==> src/core/status_defines.vh <==
// command selects, bit positions, masks and sizes of the status block
// assumes the command decoder uses these select codes
`ifndef STATUS_DEFINES_VH
`define STATUS_DEFINES_VH

// =====================================================
// command selects
`define SEL_W 4
`define SEL_CLS 4'h0
`define SEL_ESE_WR 4'h1
`define SEL_ESE_RD 4'h2
`define SEL_ESR_RD 4'h3
`define SEL_OPC 4'h4
`define SEL_OPC_RD 4'h5
`define SEL_PSC_WR 4'h6
`define SEL_PSC_RD 4'h7
`define SEL_SRE_WR 4'h8
`define SEL_SRE_RD 4'h9
`define SEL_STB_RD 4'hA
`define SEL_QEN_WR 4'hB
`define SEL_QEN_RD 4'hC
`define SEL_QEV_RD 4'hD
`define SEL_PRESET 4'hE
`define SEL_ERR_RD 4'hF

// =====================================================
// standard event bits
`define ESR_OPC 0
`define ESR_QUERY 2
`define ESR_DEVICE 3
`define ESR_EXEC 4
`define ESR_CMD 5
`define ESR_PON 7
`define ESR_VALID 8'hBD

// =====================================================
// questionable data bits
`define QUES_VOLT 0
`define QUES_CURR 1
`define QUES_OHM 9
`define QUES_LO 11
`define QUES_HI 12
`define QUES_VALID 16'h1A03

// =====================================================
// status byte bits
`define STB_QUES 3
`define STB_MAV 4
`define STB_ESB 5
`define STB_RQS 6
`define SRE_SUM_MASK 8'h38

// =====================================================
// reset values and error queue
`define MASK8_RST 8'h00
`define MASK16_RST 16'h0000
`define OPC_REPLY 16'h0001
`define ERR_DEPTH 20
`define ERR_PTR_W 5
`define ERR_LAST 5'h13
`define ERR_W 16
`define ERR_NONE 16'h0000

`endif

==> src/core/event_latch.v <==
// sticky event register with a set-wins clear and fixed unused bits
// assumes set inputs are synchronous condition levels
`default_nettype none

module event_latch #(
    parameter W = 8,
    parameter [W-1:0] VALID = {W{1'b1}}
) (
    // clock and reset
    input wire clk_in,
    input wire rst_in,
    // events and clear
    input wire [W-1:0] set_in,
    input wire clr_in,
    output wire [W-1:0] q_out
);

    // =====================================================
    // one sticky bit per position set in VALID, other positions read zero
    genvar i;
    generate
        for (i = 0; i < W; i = i + 1)
        begin : g_bit
            if (VALID[i])
            begin : g_used
                reg bit_reg;
                always @(posedge clk_in or posedge rst_in)
                begin
                    if (rst_in)
                        bit_reg <= 1'b0;
                    else
                        bit_reg <= (bit_reg & ~clr_in) | set_in[i];
                end
                assign q_out[i] = bit_reg;
            end
            else
            begin : g_unused
                assign q_out[i] = 1'b0;
            end
        end
    endgenerate

endmodule

`default_nettype wire

==> src/core/error_queue.v <==
// first-in first-out store of error entries
// assumes each entry is a code that names a message of up to 80 characters
`include "status_defines.vh"
`default_nettype none

module error_queue (
    // clock and reset
    input wire clk_in,
    input wire rst_in,
    // producer
    input wire push_in,
    input wire [15:0] data_in,
    output wire full_out,
    // consumer
    input wire pop_in,
    output wire [15:0] head_out,
    output wire empty_out
);

    // =====================================================
    // storage and pointers
    reg [15:0] mem [0:`ERR_DEPTH-1];
    reg [4:0] wr_reg;
    reg [4:0] rd_reg;
    reg [4:0] cnt_reg;

    wire do_push = push_in & ~full_out;
    wire do_pop = pop_in & ~empty_out;

    assign full_out = (cnt_reg == 5'h14);
    assign empty_out = (cnt_reg == 5'h00);
    assign head_out = empty_out ? `ERR_NONE : mem[rd_reg];

    // entries arriving while full are dropped, older errors are kept
    always @(posedge clk_in)
    begin
        if (do_push)
            mem[wr_reg] <= data_in;
    end

    always @(posedge clk_in or posedge rst_in)
    begin
        if (rst_in)
        begin
            wr_reg <= 5'h00;
            rd_reg <= 5'h00;
            cnt_reg <= 5'h00;
        end
        else
        begin
            if (do_push)
                wr_reg <= (wr_reg == `ERR_LAST) ? 5'h00 : wr_reg + 5'h01;
            if (do_pop)
                rd_reg <= (rd_reg == `ERR_LAST) ? 5'h00 : rd_reg + 5'h01;
            if (do_push & ~do_pop)
                cnt_reg <= cnt_reg + 5'h01;
            else if (do_pop & ~do_push)
                cnt_reg <= cnt_reg - 5'h01;
        end
    end

endmodule

`default_nettype wire

==> src/core/status_reporting_registers.v <==
// status byte, standard event, questionable data and error queue block
// assumes a command decoder issuing one-cycle strobes and an nv store
`include "status_defines.vh"
`default_nettype none

module status_reporting_registers (
    // clock and power-on reset
    input wire sys_clk_in,
    input wire rst_in,
    // non-volatile settings
    input wire nv_psc_in,
    input wire [7:0] nv_ese_in,
    input wire [7:0] nv_sre_in,
    output wire nv_psc_out,
    output wire [7:0] nv_ese_out,
    output wire [7:0] nv_sre_out,
    // command strobe and answer
    input wire cmd_strobe_in,
    input wire [3:0] cmd_sel_in,
    input wire [15:0] cmd_data_in,
    output wire cmd_ready_out,
    output reg rsp_valid_out,
    output reg [15:0] rsp_data_out,
    // execution progress
    input wire ops_idle_in,
    // questionable conditions
    input wire volt_ovld_in,
    input wire curr_ovld_in,
    input wire ohm_ovld_in,
    input wire limit_lo_in,
    input wire limit_hi_in,
    // standard event conditions
    input wire query_err_in,
    input wire device_err_in,
    input wire exec_err_in,
    input wire cmd_err_in,
    input wire msg_avail_in,
    // error queue producer
    input wire err_push_in,
    input wire [15:0] err_code_in,
    output wire err_full_out,
    // serial poll
    input wire spoll_in,
    output reg spoll_valid_out,
    output reg [7:0] spoll_data_out,
    output wire srq_out,
    // device clear
    input wire dev_clear_in,
    output reg abort_meas_out,
    output reg trig_idle_out,
    output reg flush_buffers_out
);

    // =====================================================
    // state
    reg init_reg;
    reg psc_reg;
    reg [7:0] ese_reg;
    reg [7:0] sre_reg;
    reg [15:0] qen_reg;
    reg opc_pend_reg;
    reg opcq_pend_reg;
    reg rqs_reg;
    reg sum_d_reg;

    wire [7:0] esr_q;
    wire [15:0] ques_q;
    wire [15:0] err_head;
    wire err_empty;

    // the decoder must wait while a *OPC? is outstanding, so the
    // delayed reply never collides with an immediate one
    assign cmd_ready_out = ~init_reg & ~opcq_pend_reg;
    wire cmd_take = cmd_strobe_in & cmd_ready_out;

    // =====================================================
    // select decode
    function hit;
        input take;
        input [3:0] sel;
        input [3:0] code;
        begin
            hit = take & (sel == code);
        end
    endfunction

    wire do_cls = hit(cmd_take, cmd_sel_in, `SEL_CLS);
    wire esr_rd = hit(cmd_take, cmd_sel_in, `SEL_ESR_RD);
    wire qev_rd = hit(cmd_take, cmd_sel_in, `SEL_QEV_RD);
    wire err_rd = hit(cmd_take, cmd_sel_in, `SEL_ERR_RD);
    wire opc_cmd = hit(cmd_take, cmd_sel_in, `SEL_OPC);
    wire opcq_cmd = hit(cmd_take, cmd_sel_in, `SEL_OPC_RD);

    // =====================================================
    // operation complete
    wire opc_fire = (opc_pend_reg | opc_cmd) & ops_idle_in;
    // a *OPC? taken while already idle answers at once, without going pending
    wire opcq_fire = (opcq_pend_reg | opcq_cmd) & ops_idle_in;

    // =====================================================
    // event registers
    wire [7:0] esr_set;
    assign esr_set[`ESR_OPC] = opc_fire;
    assign esr_set[1] = 1'b0;
    assign esr_set[`ESR_QUERY] = query_err_in;
    assign esr_set[`ESR_DEVICE] = device_err_in;
    assign esr_set[`ESR_EXEC] = exec_err_in;
    assign esr_set[`ESR_CMD] = cmd_err_in;
    assign esr_set[6] = 1'b0;
    assign esr_set[`ESR_PON] = init_reg;

    wire [15:0] ques_set;
    assign ques_set[`QUES_VOLT] = volt_ovld_in;
    assign ques_set[`QUES_CURR] = curr_ovld_in;
    assign ques_set[8:2] = 7'h00;
    assign ques_set[`QUES_OHM] = ohm_ovld_in;
    assign ques_set[10] = 1'b0;
    assign ques_set[`QUES_LO] = limit_lo_in;
    assign ques_set[`QUES_HI] = limit_hi_in;
    assign ques_set[15:13] = 3'h0;

    // device clear and *RST do not reach these clears
    event_latch #(
        .W(8),
        .VALID(`ESR_VALID)
    ) u_std_event (
        .clk_in(sys_clk_in),
        .rst_in(rst_in),
        .set_in(esr_set),
        .clr_in(do_cls | esr_rd),
        .q_out(esr_q)
    );

    event_latch #(
        .W(16),
        .VALID(`QUES_VALID)
    ) u_ques_event (
        .clk_in(sys_clk_in),
        .rst_in(rst_in),
        .set_in(ques_set),
        .clr_in(do_cls | qev_rd),
        .q_out(ques_q)
    );

    error_queue u_err_queue (
        .clk_in(sys_clk_in),
        .rst_in(rst_in),
        .push_in(err_push_in),
        .data_in(err_code_in),
        .full_out(err_full_out),
        .pop_in(err_rd),
        .head_out(err_head),
        .empty_out(err_empty)
    );

    // =====================================================
    // status byte
    wire [7:0] stb_low;
    assign stb_low[2:0] = 3'h0;
    assign stb_low[`STB_QUES] = |(ques_q & qen_reg);
    assign stb_low[`STB_MAV] = msg_avail_in;
    assign stb_low[`STB_ESB] = |(esr_q & ese_reg);
    assign stb_low[7:6] = 2'h0;

    wire srq_sum = |(stb_low & sre_reg & `SRE_SUM_MASK);
    wire [7:0] stb = stb_low | ({7'h00, rqs_reg} << `STB_RQS);

    assign srq_out = rqs_reg;
    assign nv_psc_out = psc_reg;
    assign nv_ese_out = ese_reg;
    assign nv_sre_out = sre_reg;

    // =====================================================
    // query answer, values taken before any clear at this edge
    reg [15:0] rd_value;
    reg rd_hit;

    always @*
    begin
        rd_hit = cmd_take;
        rd_value = 16'h0000;
        case (cmd_sel_in)
            `SEL_ESE_RD: rd_value = {8'h00, ese_reg};
            `SEL_ESR_RD: rd_value = {8'h00, esr_q};
            `SEL_PSC_RD: rd_value = {15'h0000, psc_reg};
            `SEL_SRE_RD: rd_value = {8'h00, sre_reg};
            `SEL_STB_RD: rd_value = {8'h00, stb};
            `SEL_QEN_RD: rd_value = qen_reg;
            `SEL_QEV_RD: rd_value = ques_q;
            `SEL_ERR_RD: rd_value = err_head;
            default: rd_hit = 1'b0;
        endcase
    end

    // =====================================================
    // masks, settings and pending flags
    always @(posedge sys_clk_in or posedge rst_in)
    begin
        if (rst_in)
        begin
            init_reg <= 1'b1;
            psc_reg <= 1'b0;
            ese_reg <= `MASK8_RST;
            sre_reg <= `MASK8_RST;
            qen_reg <= `MASK16_RST;
            opc_pend_reg <= 1'b0;
            opcq_pend_reg <= 1'b0;
            rqs_reg <= 1'b0;
            sum_d_reg <= 1'b0;
        end
        else
        begin
            init_reg <= 1'b0;
            sum_d_reg <= srq_sum;
            // rising summary wins over a poll or clear in the same cycle
            rqs_reg <= (rqs_reg & ~(spoll_in | do_cls)) | (srq_sum & ~sum_d_reg);
            if (init_reg)
            begin
                // first edge after power-up restores the stored psc flag, and the stored masks only when that flag is clear
                psc_reg <= nv_psc_in;
                ese_reg <= nv_psc_in ? `MASK8_RST : nv_ese_in;
                sre_reg <= nv_psc_in ? `MASK8_RST : nv_sre_in;
            end
            if (hit(cmd_take, cmd_sel_in, `SEL_ESE_WR))
                ese_reg <= cmd_data_in[7:0];
            if (hit(cmd_take, cmd_sel_in, `SEL_SRE_WR))
                sre_reg <= cmd_data_in[7:0];
            if (hit(cmd_take, cmd_sel_in, `SEL_PSC_WR))
                psc_reg <= (cmd_data_in != 16'h0000);
            if (hit(cmd_take, cmd_sel_in, `SEL_QEN_WR))
                qen_reg <= cmd_data_in & `QUES_VALID;
            else if (hit(cmd_take, cmd_sel_in, `SEL_PRESET))
                qen_reg <= `MASK16_RST;
            // device clear drops waiting completions, nothing else
            if (dev_clear_in)
            begin
                opc_pend_reg <= 1'b0;
                opcq_pend_reg <= 1'b0;
            end
            else
            begin
                opc_pend_reg <= (opc_pend_reg | opc_cmd) & ~ops_idle_in;
                opcq_pend_reg <= (opcq_pend_reg | opcq_cmd) & ~ops_idle_in;
            end
        end
    end

    // =====================================================
    // answers, serial poll and device clear pulses
    always @(posedge sys_clk_in or posedge rst_in)
    begin
        if (rst_in)
        begin
            rsp_valid_out <= 1'b0;
            rsp_data_out <= 16'h0000;
            spoll_valid_out <= 1'b0;
            spoll_data_out <= 8'h00;
            abort_meas_out <= 1'b0;
            trig_idle_out <= 1'b0;
            flush_buffers_out <= 1'b0;
        end
        else
        begin
            rsp_valid_out <= (rd_hit | opcq_fire) & ~dev_clear_in;
            if (opcq_fire)
                rsp_data_out <= `OPC_REPLY;
            else if (rd_hit)
                rsp_data_out <= rd_value;
            spoll_valid_out <= spoll_in;
            if (spoll_in)
                spoll_data_out <= stb;
            abort_meas_out <= dev_clear_in;
            trig_idle_out <= dev_clear_in;
            flush_buffers_out <= dev_clear_in;
        end
    end

endmodule

`default_nettype wire

==> config.mk <==
export PLATFORM = sky130hd
export DESIGN_NAME = status_reporting_registers
export DESIGN_NICKNAME = d
export VERILOG_FILES = /design/src/core/event_latch.v /design/src/core/error_queue.v /design/src/core/status_reporting_registers.v
export VERILOG_INCLUDE_DIRS = /design/src /design/src/core
export SDC_FILE = /design/constraint.sdc
export NUM_CORES = 1
export LEC_CHECK = 0
export ABC_AREA = 1
export BUFFER_PORTS_ARGS = -buffer_cell sky130_fd_sc_hd__buf_4
export CORE_MARGIN = 2
export CORE_UTILIZATION = 45
export DETAILED_ROUTE_END_ITERATION = 8
export GPL_ROUTABILITY_DRIVEN = 0
export GPL_TIMING_DRIVEN = 0
export PLACE_DENSITY = 0.67
export SKIP_LAST_GASP = 1
export SYNTH_ARGS = -nofsm -noshare
export SYNTH_HDL_FRONTEND = slang
export SYNTH_SLANG_ARGS = --single-unit
==> constraint.sdc <==
create_clock -name sys_clk_in -period 5.2 [get_ports sys_clk_in]
set_input_delay 0.26 -clock sys_clk_in [delete_from_list [all_inputs] [get_ports sys_clk_in]]
set_output_delay 0.26 -clock sys_clk_in [all_outputs]
set_load 0.005 [all_outputs]
==> flow_summary.json, run 1 <==
{
  "status": "complete, no violations",
  "hpwl_um": 31100,
  "cp.arrival_ns": 3.41,
  "fin_area_mm2": 0.0206,
  "die_h_um": 199,
  "synth_area_mm2": 0.0172,
  "ioPinCount": 119,
  "diodes": 0,
  "synthDistinctLibCells": 43,
  "crit_path_frequent_cell": "inv_1",
  "grt_max_degree": 65,
  "area_growth_pct": 19.8,
  "avgSynthCellArea_um2": 10.6,
  "finalHoldWorstSlack_ns": 0.0246,
  "via_per_inst": 5.25,
  "antenna_found_initial": 0,
  "synth.yosys.seq_area_share_pct": 67.1,
  "maxCapViolCount": 0,
  "top_register": "u_err_queue.mem",
  "worst_pin_slew_ns": 0.979,
  "cts_max_level": 2,
  "hold_class": "input pin to flip-flop",
  "cts.reportedPaths.clkPinSlew_ns": 0.06,
  "crit_fanout": 10,
  "netlist_instances": 1623,
  "finalNetCount": 1913,
  "cts_setup_buffers": 0,
  "yosys-top-cells-count": "378 x nand2_1, 320 x edfxtp_1, 197 x inv_1",
  "finClkSkew_ns": 0.0243,
  "io_buffers": 114,
  "grt_usage_pct": 23.3,
  "leakagePower_uw": 0.00857,
  "grt_pass1_wl_um": 69200,
  "period_share_pct": 57.1,
  "rsz0062_at_grt": "no",
  "cp-end-kind": "flip-flop",
  "dpl_cell_area_mm2": 0.0190,
  "cts_tree": "yes",
  "num_vias": 12500,
  "floorplan.die_area_mm2": 0.0397,
  "layout-drive-gt1-share_pct": 16.3,
  "instances_no_fill": 2376,
  "overflow": 0,
  "largest_reg_flops": 320,
  "root_buffer": "clkbuf_16",
  "async_flop_share_pct": 19.2,
  "path_class": "flip-flop to flip-flop",
  "report.final.setup_viol": 0,
  "path_cells": "nor2_2 -> nand2_1 -> nor2_2 -> buf_4 -> inv_1 -> ha_1 -> inv_1 -> ha_1 -> a21o_1 -> a21oi_1 -> inv_1 -> or2_2 -> nand3_1 -> o21ai_0",
  "min_period_ns": 2.97,
  "fin_tns_setup_ns": 0,
  "ys.flop_type": "edfxtp_1",
  "hold_violations": 0,
  "synth_edf_count": 320,
  "cp.required_ns": 5.64,
  "max_freq_mhz": 337,
  "ys_seq_elements": 396,
  "drt_iter0_markers": 1229,
  "row_count": 71,
  "path_delay_family": "simple AND/OR/NAND/NOR gates",
  "max_stage_delay_ns": 0.39,
  "nFillCells": 3164,
  "grt_pass1_vias": 12100,
  "netlist_top_cells_area": "edfxtp_1 56%, dfrtp_1 11%, nand2_1 8.3%, nand3_1 4.5%, inv_1 4.3%",
  "finish.utilization_pct": 54.7,
  "slew_headroom_pct": 34.7,
  "clock-sinks": 396,
  "peakVddDrop_v": 0.000313,
  "numPlacedInstances": 2266,
  "coreArea_mm2": 0.0376,
  "drt_wl_total_um": 45300,
  "reg.largest.list": "u_err_queue.mem: 320 flops, rsp_data_out: 16 flops",
  "path_buf_inv": 4,
  "critPathLaunchType": "flip-flop",
  "slew_violations": 0,
  "ys_warn_count": 0,
  "cts_buffer_depth": 3,
  "clkLatencyLatePin_ns": 0.56,
  "cts_buffers": 41,
  "p_per_area_mw_per_mm2": 439,
  "antenna_left": 0,
  "yosysTopAreaCell": "edfxtp_1",
  "die_w_um": 199,
  "drc": 0,
  "synth.most_common_cell": "nand2_1",
  "synth_top_area_share_pct": 56.0,
  "drt_pre_antenna_iters": 8,
  "start_util_pct": 45.7,
  "wl_per_cell_um": 19.1,
  "critPathSlowestCell": "dfrtp_1"
}
[worst reg2reg max path, cell delays in order (launching register included)]
cell and delay, ns:
dfrtp_1 0.39, nor2_2 0.17, nand2_1 0.25, nor2_2 0.28
buf_4 0.23, inv_1 0.12, ha_1 0.26, inv_1 0.15
ha_1 0.25, a21o_1 0.18, a21oi_1 0.12, inv_1 0.06
or2_2 0.27, nand3_1 0.06, o21ai_0 0.07
[report_power, final]
group | internal (uW) | switching (uW)
Combinational | 796 | 1630
Clock | 1560 | 1220
Sequential | 3710 | 122
[metal layers]
metal | routed length (um) | GRT usage (%) | part of all wire (%)
met1 | 18700 | 30.6 | 41
met2 | 22000 | 39.2 | 49
met3 | 3280 | 3.73 | 7.2
met4 | 1390 | 8.68 | 3.1
met5 | 0 | 0 | 0
[repair_timing]
action	in CTS	in global routing
hold buffers	35	0
endpoints found under the hold margin	110	0
resized for setup	0	0
[kinds of logic (layout without fill, tap and decap cells)]
kind of cell	count (synthesis)	after routing	synth area share, %
adder cells (fa/ha/maj)	10	10	0.773
AO/OA/AOI/OAI	199	199	6.95
other	1	5	0.0219
XOR/XNOR	5	5	0.255
flip-flops	396	396	67.1
multiplexers	1	1	0.0656
buffers and inverters	285	523	7.11
AND/OR/NAND/NOR	726	726	17.7
[layout by cell type (no fill, tap or decap), types with 4 or more instances in the layout]
cell type,n
clkbuf_16,41
dfrtp_1,75
clkinv_2,10
ha_1,9
nor2_1,133
nand2_1,378
buf_8,10
conb_1,5
nor2_2,21
o21ai_0,64
dlygate4sd3_1,35
nand2_4,4
a21o_1,4
inv_1,196
o22ai_1,25
inv_2,9
nor4_1,4
clkinv_1,10
edfxtp_1,320
nand4_1,4
buf_2,40
nand3_1,156
a21oi_1,29
o21bai_1,10
o221ai_1,14
nand2_2,11
o21ai_1,26
nor3_1,7
clkbuf_1,22
buf_4,134
o211ai_1,24
[area by class of cell]
type                    instances  area [um^2]  share of cell area [%]
clock buffers                  49         1060                    5.14
clock inverters                26          189                   0.919
well taps                     511          639                    3.11
repair buffers                163         1450                    7.04
plain buffers                  75          427                    2.08
flip-flops and latches        396        11500                    56.0
inverters                     210          796                    3.87
multi-input cells             946         4490                    21.8
[metrics by stage]
step	worst slack [ns]	power, uW
floorplan	2.78	5370
global placement	1.92	6170
detailed placement	2.26	6280
CTS	2.25	9060
global route	2.10	9460
finish	2.23	9030
[worst paths after layout]
kind,from,endpoint,slack [ns],cells after the start
setup / recovery,opcq_pend_reg$_DFF_PP0_,u_err_queue.cnt_reg[3]$_DFFE_PP0P_,2.23,14
hold / removal,nv_ese_in[3],nv_ese_out[3]$_DFFE_PP0P_,0.02,3
setup reg to reg,opcq_pend_reg$_DFF_PP0_,u_err_queue.cnt_reg[3]$_DFFE_PP0P_,2.23,14
hold reg to reg,sum_d_reg$_DFF_PP0_,srq_out$_DFF_PP0_,0.49,3
max in group asynchronous,rst_in,rsp_data_out[1]$_DFFE_PP0N_,4.40,4
min in group asynchronous,rst_in,u_err_queue.cnt_reg[0]$_DFFE_PP0P_,0.20,3
(Power assumes the default switching activity.)
==> inputs of run 2 (changes only) <==
Settings changed: ABC_AREA 1 to 0.
Clock period 5.2 ns to 3 ns, I/O delays scaled along.
==> flow_summary.json, run 2 <==
{
  "finalNetCount": 1286,
  "synth_area_mm2": 0.0162,
  "area_growth_pct": 24.1,
  "synth_edf_count": 320,
  "hold_violations": 0,
  "layout-drive-gt1-share_pct": 27.4,
  "die_w_um": 194,
  "row_count": 69,
  "yosysTopAreaCell": "edfxtp_1",
  "dpl_cell_area_mm2": 0.0181,
  "hpwl_um": 27100,
  "ys.flop_type": "edfxtp_1",
  "path_class": "flip-flop to flip-flop",
  "root_buffer": "clkbuf_16",
  "grt_pass1_vias": 9819,
  "period_share_pct": 94.7,
  "reg.largest.list": "u_err_queue.mem: 320 flops, rsp_data_out: 16 flops",
  "clkLatencyLatePin_ns": 0.56,
  "netlist_instances": 953,
  "floorplan.die_area_mm2": 0.0376,
  "maxCapViolCount": 0,
  "antenna_found_initial": 0,
  "report.final.setup_viol": 0,
  "ys_warn_count": 0,
  "leakagePower_uw": 0.00715,
  "cts_tree": "yes",
  "critPathLaunchType": "flip-flop",
  "fin_area_mm2": 0.0201,
  "async_flop_share_pct": 19.2,
  "ys_seq_elements": 396,
  "p_per_area_mw_per_mm2": 719,
  "cts_buffers": 42,
  "via_per_inst": 5.71,
  "rsz0062_at_grt": "no",
  "diodes": 0,
  "ioPinCount": 119,
  "top_register": "u_err_queue.mem",
  "num_vias": 9704,
  "avgSynthCellArea_um2": 17.0,
  "io_buffers": 112,
  "nFillCells": 2731,
  "synth.yosys.seq_area_share_pct": 71.0,
  "cts_buffer_depth": 3,
  "seq_area_mm2": 0.0115,
  "yosys-top-cells-count": "320 x edfxtp_1, 75 x dfrtp_1, 62 x mux4_2",
  "grt_usage_pct": 21.3,
  "min_period_ns": 2.84,
  "synth.most_common_cell": "edfxtp_1",
  "netlist_top_cells_area": "edfxtp_1 59%, dfrtp_1 12%, mux4_2 8.6%, mux2i_1 2.7%, nor2_1 1.3%",
  "cp-end-kind": "flip-flop",
  "max_freq_mhz": 352,
  "status": "complete, no violations",
  "drt_iter0_markers": 1025,
  "multi_input_area_mm2": 0.00442,
  "clock-sinks": 396,
  "grt_pass1_wl_um": 60700,
  "start_util_pct": 45.6,
  "cp.required_ns": 3.42,
  "wl_per_cell_um": 23.6,
  "peakVddDrop_v": 0.000557,
  "layout_common_cells": "320 x edfxtp_1, 124 x buf_4, 75 x dfrtp_1, 70 x dlygate4sd3_1, 62 x mux4_2",
  "largest_reg_flops": 320,
  "cp.arrival_ns": 3.26,
  "finalHoldWorstSlack_ns": 0.0121,
  "hold_class": "input pin to flip-flop",
  "synthDistinctLibCells": 70,
  "antenna_left": 0,
  "mostFrequentLayoutCell": "edfxtp_1",
  "finClkSkew_ns": 0.0291,
  "drc": 0,
  "slew_violations": 0,
  "crit_fanout": 7,
  "die_h_um": 194,
  "synth_top_area_share_pct": 59.2,
  "slew_headroom_pct": 33.3,
  "grt_max_degree": 68,
  "overflow": 0,
  "drt_pre_antenna_iters": 5,
  "cts.reportedPaths.clkPinSlew_ns": 0.06,
  "drt_wl_total_um": 40100,
  "coreArea_mm2": 0.0356,
  "cts_max_level": 2,
  "worst_pin_slew_ns": 0.997
}
[run 2: cell type report]
class                      instances  area share (%)
timing repair buffer             206            9.53
sequential                       396            57.2
clock buffer                      46            5.30
multi-input combinational        491            22.0
clock inverter                    29            1.24
tap                              461            2.87
inverter                          12           0.236
buffer                            57            1.66
[run 2: cells by family after synthesis]
family                   count (synthesis)  share of synthesized area, %
flip-flops                             396                          71.0
other                                    1                        0.0231
AO/OA/AOI/OAI                          167                          7.27
multiplexers                           117                          12.2
AND/OR/NAND/NOR                        184                          5.97
buffers and inverters                   70                          2.31
adder cells (fa/ha/maj)                 10                         0.818
XOR/XNOR                                 8                         0.432
[run 2: final timing paths]
check / from / to / slack [ns] / cells past startpoint
worst max register to register: opcq_pend_reg$_DFF_PP0_ / u_err_queue.cnt_reg[4]$_DFFE_PP0P_ / 0.16 / 12
worst min-delay path: cmd_data_in[15] / nv_psc_out$_DFFE_PP0P_ / 0.01 / 4
worst min register to register: sum_d_reg$_DFF_PP0_ / srq_out$_DFF_PP0_ / 0.42 / 1
max in group asynchronous: rst_in / init_reg$_DFF_PP1_ / 2.28 / 4
min in group asynchronous: rst_in / u_err_queue.wr_reg[3]$_DFFE_PP0P_ / 0.06 / 3
worst max-delay path: opcq_pend_reg$_DFF_PP0_ / u_err_queue.cnt_reg[4]$_DFFE_PP0P_ / 0.16 / 12
[run 2: per-stage QoR]
step	setup WS, ns	std cells	util [%]	setup TNS [ns]	total power (uW)
final	0.160	1698	56.6	0	14500
after floorplan	0.255	957	-	0	8480
after CTS	0.0192	1696	56.5	0	14500
after global placement	-0.613	1530	49.6	-164.51	9400
after global routing	0.00185	1698	56.6	0	15000
after detailed placement	-0.359	1551	50.8	-0.642	9540
[run 2: layer usage]
| metal | track usage [%] | vias to the layer above | routed length [um] |
|---|---|---|---|
| li1 | - | 4296 | - |
| met1 | 30.3 | 4916 | 17400 |
| met2 | 34.5 | 422 | 18900 |
| met3 | 3.46 | 70 | 3000 |
| met4 | 5.84 | 0 | 881 |
| met5 | 0 | - | 0 |
[run 2: worst max-delay path, stage by stage (launching register included)]
cell,delay (ns)
dfrtp_1,0.44
or3b_4,0.47
a211oi_4,0.26
buf_6,0.18
inv_2,0.06
ha_1,0.22
inv_2,0.10
ha_1,0.27
a21o_1,0.19
a21oi_1,0.17
xnor2_1,0.14
nor2_1,0.06
xor2_1,0.15
[run 2: timing repair]
action | 4_1_cts | 5_1_grt
hold endpoints to repair | 439 | 0
gates resized for setup | 5 | 5
hold buffers | 70 | 0
pin swaps | 1 | 1
setup endpoints to repair | 3 | 2
buffers inserted | 1 | 2
[run 2: power by group]
group          switching (uW)  internal (uW)
logic                    1570           1370
registers                 217           6360
clock network            2170           2770
total                    3960          10500
==> inputs of run 3 (changes only) <==
==> constraint.sdc (replaced) <==
create_clock -name sys_clk_in -period 3 [get_ports sys_clk_in]
set_input_delay 0.45 -clock sys_clk_in [delete_from_list [all_inputs] [get_ports sys_clk_in]]
set_output_delay 0.45 -clock sys_clk_in [all_outputs]
set_load 0.005 [all_outputs]
==> flow_summary.json, run 3 (same netlist as run 2, synthesis figures left out) <==
{
  "cts_tree": "yes",
  "leakagePower_uw": 0.00684,
  "min_from": "dev_clear_in",
  "clock-sinks": 396,
  "start_util_pct": 45.6,
  "report.final.setup_viol": 0,
  "drt_wl_total_um": 39500,
  "cts_buffer_depth": 3,
  "startpoint": "opcq_pend_reg$_DFF_PP0_",
  "overflow": 0,
  "cts_max_level": 2,
  "worst_pin_slew_ns": 0.975,
  "crit_fanout": 7,
  "cp.required_ns": 3.42,
  "die_h_um": 194,
  "maxCapViolCount": 0,
  "critPathLaunchType": "flip-flop",
  "cp.arrival_ns": 3.26,
  "drc": 0,
  "grt_pass1_wl_um": 59300,
  "reg2reg_from": "opcq_pend_reg$_DFF_PP0_",
  "top_register": "u_err_queue.mem",
  "p_total_uw": 14400,
  "max_freq_mhz": 352,
  "status": "complete, no violations",
  "row_count": 69,
  "path_class": "flip-flop to flip-flop",
  "max_stage_delay_ns": 0.47,
  "wl_per_cell_um": 24.2,
  "antenna_found_initial": 0,
  "cts.reportedPaths.clkPinSlew_ns": 0.06,
  "hold_class": "input pin to flip-flop",
  "layout-drive-gt1-share_pct": 29.0,
  "coreArea_mm2": 0.0356,
  "min_period_ns": 2.84,
  "finalNetCount": 1217,
  "ioPinCount": 119,
  "p_per_area_mw_per_mm2": 740,
  "diodes": 0,
  "grt_pass1_vias": 9442,
  "floorplan.die_area_mm2": 0.0376,
  "clkLatencyLatePin_ns": 0.56,
  "die_w_um": 194,
  "slew_headroom_pct": 34.8,
  "critPathSlowestCell": "or3b_4",
  "num_vias": 9447,
  "path_cells": "or3b_4 -> a211oi_4 -> buf_6 -> inv_2 -> ha_1 -> inv_2 -> ha_1 -> a21o_1 -> a21oi_1 -> xnor2_1 -> nor2_1 -> xor2_1",
  "cp-end-kind": "flip-flop",
  "layout_common_cells": "320 x edfxtp_1, 124 x buf_4, 75 x dfrtp_1, 62 x mux4_2, 43 x mux2i_1",
  "grt_usage_pct": 20.9,
  "instances_no_fill": 1629,
  "mostFrequentLayoutCell": "edfxtp_1",
  "slew_violations": 0,
  "numPlacedInstances": 1551,
  "hold_violations": 0,
  "drt_iter0_markers": 983,
  "grt_max_degree": 68,
  "antenna_left": 0,
  "via_per_inst": 5.80,
  "cts_buffers": 42,
  "nFillCells": 2809,
  "rsz0062_at_grt": "no",
  "root_buffer": "clkbuf_16",
  "largest_reg_flops": 320,
  "reg.largest.list": "u_err_queue.mem: 320 flops, rsp_data_out: 16 flops",
  "area_growth_pct": 19.8,
  "hpwl_um": 27100,
  "drt_pre_antenna_iters": 5,
  "period_share_pct": 94.6,
  "finClkSkew_ns": 0.0274,
  "io_buffers": 112,
  "peakVddDrop_v": 0.000553
}
[run 3: changes by cell type in the layout (fill, tap and decap cells not counted), sizes merged]
| cell | delta |
|---|---|
| dlygate4sd3 | -69 |
[run 3: layout make-up]
cell class	instances	area, um^2	area share [%]
buffer	57	334	1.72
tap	461	577	2.97
sequential	396	11500	59.2
clock inverter	29	250	1.29
timing repair buffer	137	1230	6.31
multi-input combinational	491	4420	22.7
clock buffer	46	1070	5.49
inverter	12	47.5	0.245
[run 3: stage by stage]
step | util [%] | setup TNS (ns) | hold slack [ns] | worst slack (ns) | cell area [um^2]
5_1_grt | 54.6 | 0 | 0.0476 | 0.00185 | 19400
3_3_place_gp | 49.6 | -187.01 | 0.411 | -0.613 | 17700
3_5_place_dp | 50.8 | -0.642 | 0.388 | -0.359 | 18100
4_1_cts | 54.6 | 0 | 0.0378 | 0.0192 | 19400
2_1_floorplan | - | 0 | 0.404 | 0.255 | 16200
6_report | 54.6 | 0 | 0.0560 | 0.163 | 19400
[run 3: timing repair]
action,4_1_cts,5_1_grt
pin swaps,1,1
endpoints found under the setup margin,3,2
hold buffers,1,0
setup buffers,1,2
resized for setup,5,5
hold endpoints to repair,9,0
[run 3: critical path: cells and delay by family, from the launching register on]
family / cells / cell delay, ns
adders and majority gates: 2 / 0.49
DFF: 1 / 0.44
xor gates and xnor gates: 2 / 0.29
buffers and inverters: 3 / 0.34
and+or+nand+nor: 2 / 0.53
AOI/OAI and AO/OA: 3 / 0.62
[run 3: power breakdown]
part	leakage, uW	internal [uW]	switching [uW]
combinational	0.00240	1300	1550
sequential	0.00381	6360	217
clock	0.000637	2770	2160
total	0.00684	10400	3930
[run 3: final timing paths]
path,endpoint,slack [ns],cells past startpoint
worst max-delay path,u_err_queue.cnt_reg[4]$_DFFE_PP0P_,0.16,12
worst min-delay path,flush_buffers_out$_DFF_PP0_,0.06,1
worst max register to register,u_err_queue.cnt_reg[4]$_DFFE_PP0P_,0.16,12
worst min register to register,srq_out$_DFF_PP0_,0.42,1
max in group asynchronous,init_reg$_DFF_PP1_,1.99,4
min in group asynchronous,u_err_queue.wr_reg[3]$_DFFE_PP0P_,0.36,3
[run 3: layer usage]
layer / global-route usage [%] / vias to the layer above / wire, um
li1: - / 4158 / -
met1: 29.9 / 4800 / 17100
met2: 33.6 / 418 / 18500
met3: 3.53 / 71 / 2960
met4: 5.58 / 0 / 834
met5: 0 / - / 0
